## src/rtl/keypad_level_pkg.sv

```systemverilog
// Constants and carrier types for the keypad level interrupt block.
// Assumes a core clock domain and an 8-bit special function register port.
`default_nettype none

package keypad_level_pkg;

  // ****************************************************************
  // Register map
  // ****************************************************************
  localparam logic [7:0] LINE_LEVEL_SELECT_OFFSET = 8'h9C;
  localparam logic [7:0] LINE_IRQ_ENABLE_OFFSET   = 8'h9D;
  localparam logic [7:0] LINE_DETECT_FLAGS_OFFSET = 8'h9E;

  // ****************************************************************
  // Reset values
  // ****************************************************************
  localparam logic [7:0] LINE_LEVEL_SELECT_RESET  = 8'h00;
  localparam logic [7:0] LINE_IRQ_ENABLE_RESET    = 8'h00;
  localparam logic [7:0] LINE_DETECT_FLAGS_RESET  = 8'h00;
  localparam logic [7:0] PIN_SYNC_RESET           = 8'hFF;
  localparam logic [7:0] READ_DATA_RESET          = 8'h00;
  localparam logic [7:0] UNMAPPED_READ_VALUE      = 8'h00;

  // ****************************************************************
  // Carrier types
  // ****************************************************************
  typedef struct packed {
    logic [7:0] addr;
    logic       wr;
    logic       rd;
    logic [7:0] wdata;
  } sfr_req_t;

  typedef enum logic [1:0] {
    SEL_NONE  = 2'b00,
    SEL_LEVEL = 2'b01,
    SEL_EN    = 2'b10,
    SEL_FLAGS = 2'b11
  } reg_sel_t;

endpackage : keypad_level_pkg

`default_nettype wire

```

## src/rtl/keypad_level_interrupt.sv

```systemverilog
// Keypad level interrupt front end for the eight port-one pins.
// Assumes pins synchronous-safe via two flops, core clock running,
// and the core's global keyboard enable bit supplied as a level.
`default_nettype none

module keypad_level_interrupt #(
  parameter int LINES = 8
) (
  input  wire logic                       CLK_I,
  input  wire logic                       RESET_I,
  input  wire logic [LINES-1:0]           PORT_ONE_PINS_I,
  input  wire keypad_level_pkg::sfr_req_t SFR_REQ_I,
  input  wire logic                       KEYPAD_GLOBAL_IRQ_ENABLE_I,
  output logic [7:0]                      SFR_RDATA_O,
  output logic                            SFR_HIT_O,
  output logic                            KEYPAD_IRQ_O,
  output logic                            WAKE_O,
  output logic [LINES-1:0]                LINE_KEY_MODE_O
);

  // ****************************************************************
  // Helper functions
  // ****************************************************************
  function automatic keypad_level_pkg::reg_sel_t decode(
    input logic [7:0] addr
  );
    if (addr == keypad_level_pkg::LINE_LEVEL_SELECT_OFFSET) begin
      decode = keypad_level_pkg::SEL_LEVEL;
    end else if (addr == keypad_level_pkg::LINE_IRQ_ENABLE_OFFSET) begin
      decode = keypad_level_pkg::SEL_EN;
    end else if (addr == keypad_level_pkg::LINE_DETECT_FLAGS_OFFSET) begin
      decode = keypad_level_pkg::SEL_FLAGS;
    end else begin
      decode = keypad_level_pkg::SEL_NONE;
    end
  endfunction : decode

  // Bit set where the pin matches its programmed level
  function automatic logic [LINES-1:0] level_hit(
    input logic [LINES-1:0] pins,
    input logic [LINES-1:0] lvl
  );
    level_hit = ~(pins ^ lvl);
  endfunction : level_hit

  // ****************************************************************
  // Signals
  // ****************************************************************
  logic [LINES-1:0]          pin_meta_q;
  logic [LINES-1:0]          pin_sync_q;
  logic [LINES-1:0]          level_q;
  logic [LINES-1:0]          en_q;
  logic [LINES-1:0]          flag_q;
  logic [LINES-1:0]          flag_d;
  logic [LINES-1:0]          detect;
  logic [7:0]                rdata_d;
  keypad_level_pkg::reg_sel_t sel;
  logic                      wr_level;
  logic                      wr_en;
  logic                      wr_flags;

  // ****************************************************************
  // Register decode
  // ****************************************************************
  assign sel      = decode(SFR_REQ_I.addr);
  assign wr_level = SFR_REQ_I.wr && (sel == keypad_level_pkg::SEL_LEVEL);
  assign wr_en    = SFR_REQ_I.wr && (sel == keypad_level_pkg::SEL_EN);
  assign wr_flags = SFR_REQ_I.wr && (sel == keypad_level_pkg::SEL_FLAGS);

  // ****************************************************************
  // Pin synchroniser
  // ****************************************************************
  always_ff @(posedge CLK_I or posedge RESET_I) begin
    if (RESET_I) begin
      pin_meta_q <= LINES'(keypad_level_pkg::PIN_SYNC_RESET);
      pin_sync_q <= LINES'(keypad_level_pkg::PIN_SYNC_RESET);
    end else begin
      pin_meta_q <= PORT_ONE_PINS_I;
      pin_sync_q <= pin_meta_q;
    end
  end

  assign detect = level_hit(pin_sync_q, level_q);

  // ****************************************************************
  // Level select register
  // ****************************************************************
  always_ff @(posedge CLK_I or posedge RESET_I) begin
    if (RESET_I) begin
      level_q <=
        LINES'(keypad_level_pkg::LINE_LEVEL_SELECT_RESET);
    end else if (wr_level) begin
      level_q <= SFR_REQ_I.wdata[LINES-1:0];
    end
  end

  // ****************************************************************
  // Line enable register
  // ****************************************************************
  always_ff @(posedge CLK_I or posedge RESET_I) begin
    if (RESET_I) begin
      en_q <= LINES'(keypad_level_pkg::LINE_IRQ_ENABLE_RESET);
    end else if (wr_en) begin
      en_q <= SFR_REQ_I.wdata[LINES-1:0];
    end
  end

  // ****************************************************************
  // Detect flags: set wins over a software clear
  // ****************************************************************
  always_comb begin
    flag_d = flag_q;
    if (wr_flags) begin
      flag_d = SFR_REQ_I.wdata[LINES-1:0];
    end
    flag_d = flag_d | detect;
  end

  always_ff @(posedge CLK_I or posedge RESET_I) begin
    if (RESET_I) begin
      flag_q <=
        LINES'(keypad_level_pkg::LINE_DETECT_FLAGS_RESET);
    end else begin
      flag_q <= flag_d;
    end
  end

  // ****************************************************************
  // Register read port
  // ****************************************************************
  always_comb begin
    rdata_d = keypad_level_pkg::UNMAPPED_READ_VALUE;
    case (sel)
      keypad_level_pkg::SEL_LEVEL: rdata_d = 8'(level_q);
      keypad_level_pkg::SEL_EN:    rdata_d = 8'(en_q);
      keypad_level_pkg::SEL_FLAGS: rdata_d = 8'(flag_q);
      default:                     rdata_d =
                                     keypad_level_pkg::UNMAPPED_READ_VALUE;
    endcase
  end

  always_ff @(posedge CLK_I or posedge RESET_I) begin
    if (RESET_I) begin
      SFR_RDATA_O <= keypad_level_pkg::READ_DATA_RESET;
      SFR_HIT_O   <= 1'b0;
    end else if (SFR_REQ_I.rd) begin
      SFR_RDATA_O <= rdata_d;
      SFR_HIT_O   <= (sel != keypad_level_pkg::SEL_NONE);
    end else begin
      SFR_HIT_O   <= 1'b0;
    end
  end

  // ****************************************************************
  // Combined request, wake and pin mode
  // ****************************************************************
  always_ff @(posedge CLK_I or posedge RESET_I) begin
    if (RESET_I) begin
      KEYPAD_IRQ_O    <= 1'b0;
      WAKE_O          <= 1'b0;
      LINE_KEY_MODE_O <= '0;
    end else begin
      // One request for all lines, masked per line and globally
      KEYPAD_IRQ_O    <= KEYPAD_GLOBAL_IRQ_ENABLE_I
                         && (|(flag_q & en_q));
      WAKE_O          <= |((detect | flag_q) & en_q);
      LINE_KEY_MODE_O <= en_q;
    end
  end
endmodule : keypad_level_interrupt

`default_nettype wire

```

## config.mk

```make
export PLATFORM = sky130hd
export DESIGN_NAME = keypad_level_interrupt
export DESIGN_NICKNAME = d
export VERILOG_FILES = /design/src/rtl/keypad_level_pkg.sv /design/src/rtl/keypad_level_interrupt.sv
export SDC_FILE = /design/constraint.sdc
export NUM_CORES = 1
export LEC_CHECK = 0
export BUFFER_PORTS_ARGS = -buffer_cell sky130_fd_sc_hd__buf_4
export CAP_MARGIN = 10
export CORE_MARGIN = 3
export CORE_UTILIZATION = 41
export CTS_CLUSTER_SIZE = 20
export DETAILED_ROUTE_END_ITERATION = 8
export MAX_ROUTING_LAYER = met4
export PLACE_DENSITY = 0.65
export SYNTH_ARGS = -nofsm -noshare
export SYNTH_HDL_FRONTEND = slang
export SYNTH_SLANG_ARGS = --single-unit
```

## constraint.sdc

```tcl
create_clock -name CLK_I -period 1.8 [get_ports CLK_I]
set_clock_uncertainty 0.1 [all_clocks]
set_input_delay 0.18 -clock CLK_I [delete_from_list [all_inputs] [get_ports CLK_I]]
set_output_delay 0.18 -clock CLK_I [all_outputs]
set_load 0.005 [all_outputs]
```

==> reports/results.tsv <==
metric	value	unit
pin_count_of_the_biggest_net_entering_global_routing	60	
cts.reportedPaths.clkPinSlew	0.06	ns
count_of_h_tree_levels_built_during_cts	3	
number_of_global_route_vias_before_repair	1578	
finish.utilization	60.4	%
route.detailed.drc	0	
vdd.ir_drop.worst	0.000619	V
yosys_warnings	0	
crit_type	flip-flop to flip-flop	
clock.fmax	747	MHz
instances_no_fill	321	
placed_cells_incl_taps	287	
cts_tree	built	
power_leakage	1.56	nW
cts_made_buffers	9	
overflow_left_after_global_routing	0	
design.core.area	5270	um2
drt_iter0_markers	69	
wire_per_inst	14.5	um
post_route_cells_drive_above_1_share	41.0	%
grt_setup_unrepaired	false	
clk_path_buf_depth	2	
count_of_flip_flops_with_a_built_in_enable_after_synthesis	0	
worstPathArrival	1.45	ns
yosys_most_used_dff	sky130_fd_sc_hd__dfrtp_1	
ys_async_sr_fraction	100	%
grt_antenna_before_repair	0	
post-cts-setup-buffer-count	0	
report.power.total	3.04	mW
fin_setup_tns	0	ns
routed_wirelength	4660	um
drtPass1Iterations	4	
globalRouteTotalUtil	16.8	%
drt.antenna.violating_nets	0	
pin_count	48	
area_growth	38.9	%
syn_inst	167	
avgViaCountPerCell	4.88	
run_status	finished, final reports clean	
clockRootBuffer	sky130_fd_sc_hd__clkbuf_8	
max_capacitance_violation_count	0	
cts-resized-gates	0	
die_height	80.8	um
synthesized_nets	196	
slew_viol_final	0	
floorplan.initialDensity	43.5	%
std_cell_rows	26	
crit_path_max_fanout	5	
worst_pin_slew	0.433	ns
chipWidth	80.8	um
crit_path_end_kind	flip-flop	
insertion_delay	0.33	ns
insertedDiodeCount	0	
place_worst_setup_slack	0.140	ns
power_density	954	nW/um2
number_of_failing_setup_endpoints_in_the_final_timing_report	0	
num_clock_sinks	59	
buffer_ports.inserted	47	
postLayoutSetupSlackWorst	0.462	ns
cp.required	1.91	ns
final_net_count	275	
startpoint_type	flip-flop	
holdCritPathClass	primary input to flip-flop	
fin_crit	1.34	ns
max-slew-margin-rel	71.1	%
global_route_wire_length_before_repair	7760	um
synth-seq-area-share	65.3	%
die_area	6520	um2
finalWeightedCongestion	0.827	
synth.distinct_cells	26	
syn_area_per_cell	13.7	um2
number_of_synthesized_register_bits	59	
hold_viol_final	0	
mappedNetlistArea	2290	um2
period_share	74.3	%
hpwlAfterDp	3110	um
routed-via-count	1565	
-- metal layers --
metal / GRT usage [%] / wire (um) / up-vias
li1: - / - / 742
met1: 20.8 / 2050 / 770
met2: 25.2 / 2210 / 43
met3: 4.32 / 296 / 10
met4: 9.12 / 108 / 0
met5: - / 0 / -
-- cells in the final DEF, fill, tap and decap left out, types with 2 or more instances in the layout --
cell and instances:
sky130_fd_sc_hd__dfstp_2 16, sky130_fd_sc_hd__xor2_1 8, sky130_fd_sc_hd__mux2i_1 16, sky130_fd_sc_hd__nor2b_1 2, sky130_fd_sc_hd__nand2_1 9, sky130_fd_sc_hd__a22oi_1 4, sky130_fd_sc_hd__dlygate4sd3_1 18, sky130_fd_sc_hd__o22ai_1 4
sky130_fd_sc_hd__bufinv_16 2, sky130_fd_sc_hd__mux2_2 16, sky130_fd_sc_hd__inv_1 9, sky130_fd_sc_hd__buf_4 52, sky130_fd_sc_hd__dfrtp_1 43, sky130_fd_sc_hd__o2bb2ai_1 8, sky130_fd_sc_hd__a21oi_1 8, sky130_fd_sc_hd__nor2_1 9
sky130_fd_sc_hd__clkbuf_8 11
-- cells by family after synthesis --
group | share of synthesized area, %
flip-flops | 65.3
AND/OR/NAND/NOR | 6.88
buffers and inverters | 2.40
multiplexers | 14.8
XOR/XNOR | 3.06
AO/OA/AOI/OAI | 7.53
-- final timing paths --
path,cells after the start,slack (ns),from,endpoint
max in group asynchronous,4,0.94,RESET_I,pin_meta_q[5]$_DFF_PP1_
max,4,0.46,en_q[7]$_DFFE_PP0P_,WAKE_O$_DFF_PP0_
min,4,0.21,SFR_REQ_I[8],SFR_RDATA_O[2]$_DFFE_PP0P_
min in group asynchronous,4,0.37,RESET_I,flag_q[3]$_DFF_PP0_
max reg2reg,4,0.46,en_q[7]$_DFFE_PP0P_,WAKE_O$_DFF_PP0_
min reg2reg,0,0.25,pin_meta_q[4]$_DFF_PP1_,pin_sync_q[4]$_DFF_PP1_
-- state kept, by name, summed over array words and instances, names as in the netlist --
signal,count
LINE_KEY_MODE_O,8
SFR_RDATA_O,8
en_q,8
flag_q,8
level_q,8
pin_meta_q,8
pin_sync_q,8
KEYPAD_IRQ_O,1
SFR_HIT_O,1
WAKE_O,1
-- critical path, cell delays in order (launching register included) --
cell	delay, ns
sky130_fd_sc_hd__dfrtp_1	0.43
sky130_fd_sc_hd__a22oi_1	0.23
sky130_fd_sc_hd__nand4_1	0.16
sky130_fd_sc_hd__nor3_1	0.23
sky130_fd_sc_hd__nand2_1	0.07
-- area by class of cell --
cell class	count	area, um2
fill	449	2090
sequential	59	1500
multi-input combinational	94	741
timing repair buffer	71	591
clock buffer	12	155
tap	70	87.6
clock inverter	4	72.6
inverter	11	41.3
-- timing repair --
action                                 4_1_cts  5_1_grt
endpoints found under the hold margin       72        0
setup endpoints to repair                    0        0
hold buffers                                18        0
-- per-stage QoR --
| stage | area [um2] | hold slack [ns] |
|---|---|---|
| after floorplan | 2290 | 0.0845 |
| after global placement | 2780 | 0.167 |
| after detailed placement | 2780 | 0.174 |
| after CTS | 3180 | 0.201 |
| after global routing | 3180 | 0.222 |
| final | 3180 | 0.208 |
-- cell usage after synthesis, types with 2 or more instances --
| master | count | area share [%] |
|---|---|---|
| sky130_fd_sc_hd__nand2_1 | 9 | 1.5 |
| sky130_fd_sc_hd__dfstp_2 | 16 | 18 |
| sky130_fd_sc_hd__inv_1 | 10 | 1.6 |
| sky130_fd_sc_hd__a21oi_1 | 8 | 1.7 |
| sky130_fd_sc_hd__xor2_1 | 8 | 3.1 |
| sky130_fd_sc_hd__a22oi_1 | 4 | 1.3 |
| sky130_fd_sc_hd__o22ai_1 | 4 | 1.1 |
| sky130_fd_sc_hd__nor2_1 | 9 | 1.5 |
| sky130_fd_sc_hd__mux2_2 | 16 | 7.9 |
| sky130_fd_sc_hd__mux2i_1 | 16 | 7.0 |
| sky130_fd_sc_hd__buf_2 | 2 | 0.44 |
| sky130_fd_sc_hd__o2bb2ai_1 | 8 | 3.1 |
| sky130_fd_sc_hd__nor2b_1 | 2 | 0.55 |
| sky130_fd_sc_hd__dfrtp_1 | 43 | 47 |
-- report_power, final --
group	total [mW]	internal, mW	switching, mW
registers	1.43	1.40	0.0321
clock network	1.35	0.853	0.494
logic	0.263	0.147	0.116
Power figures use the tool's default switching activity.
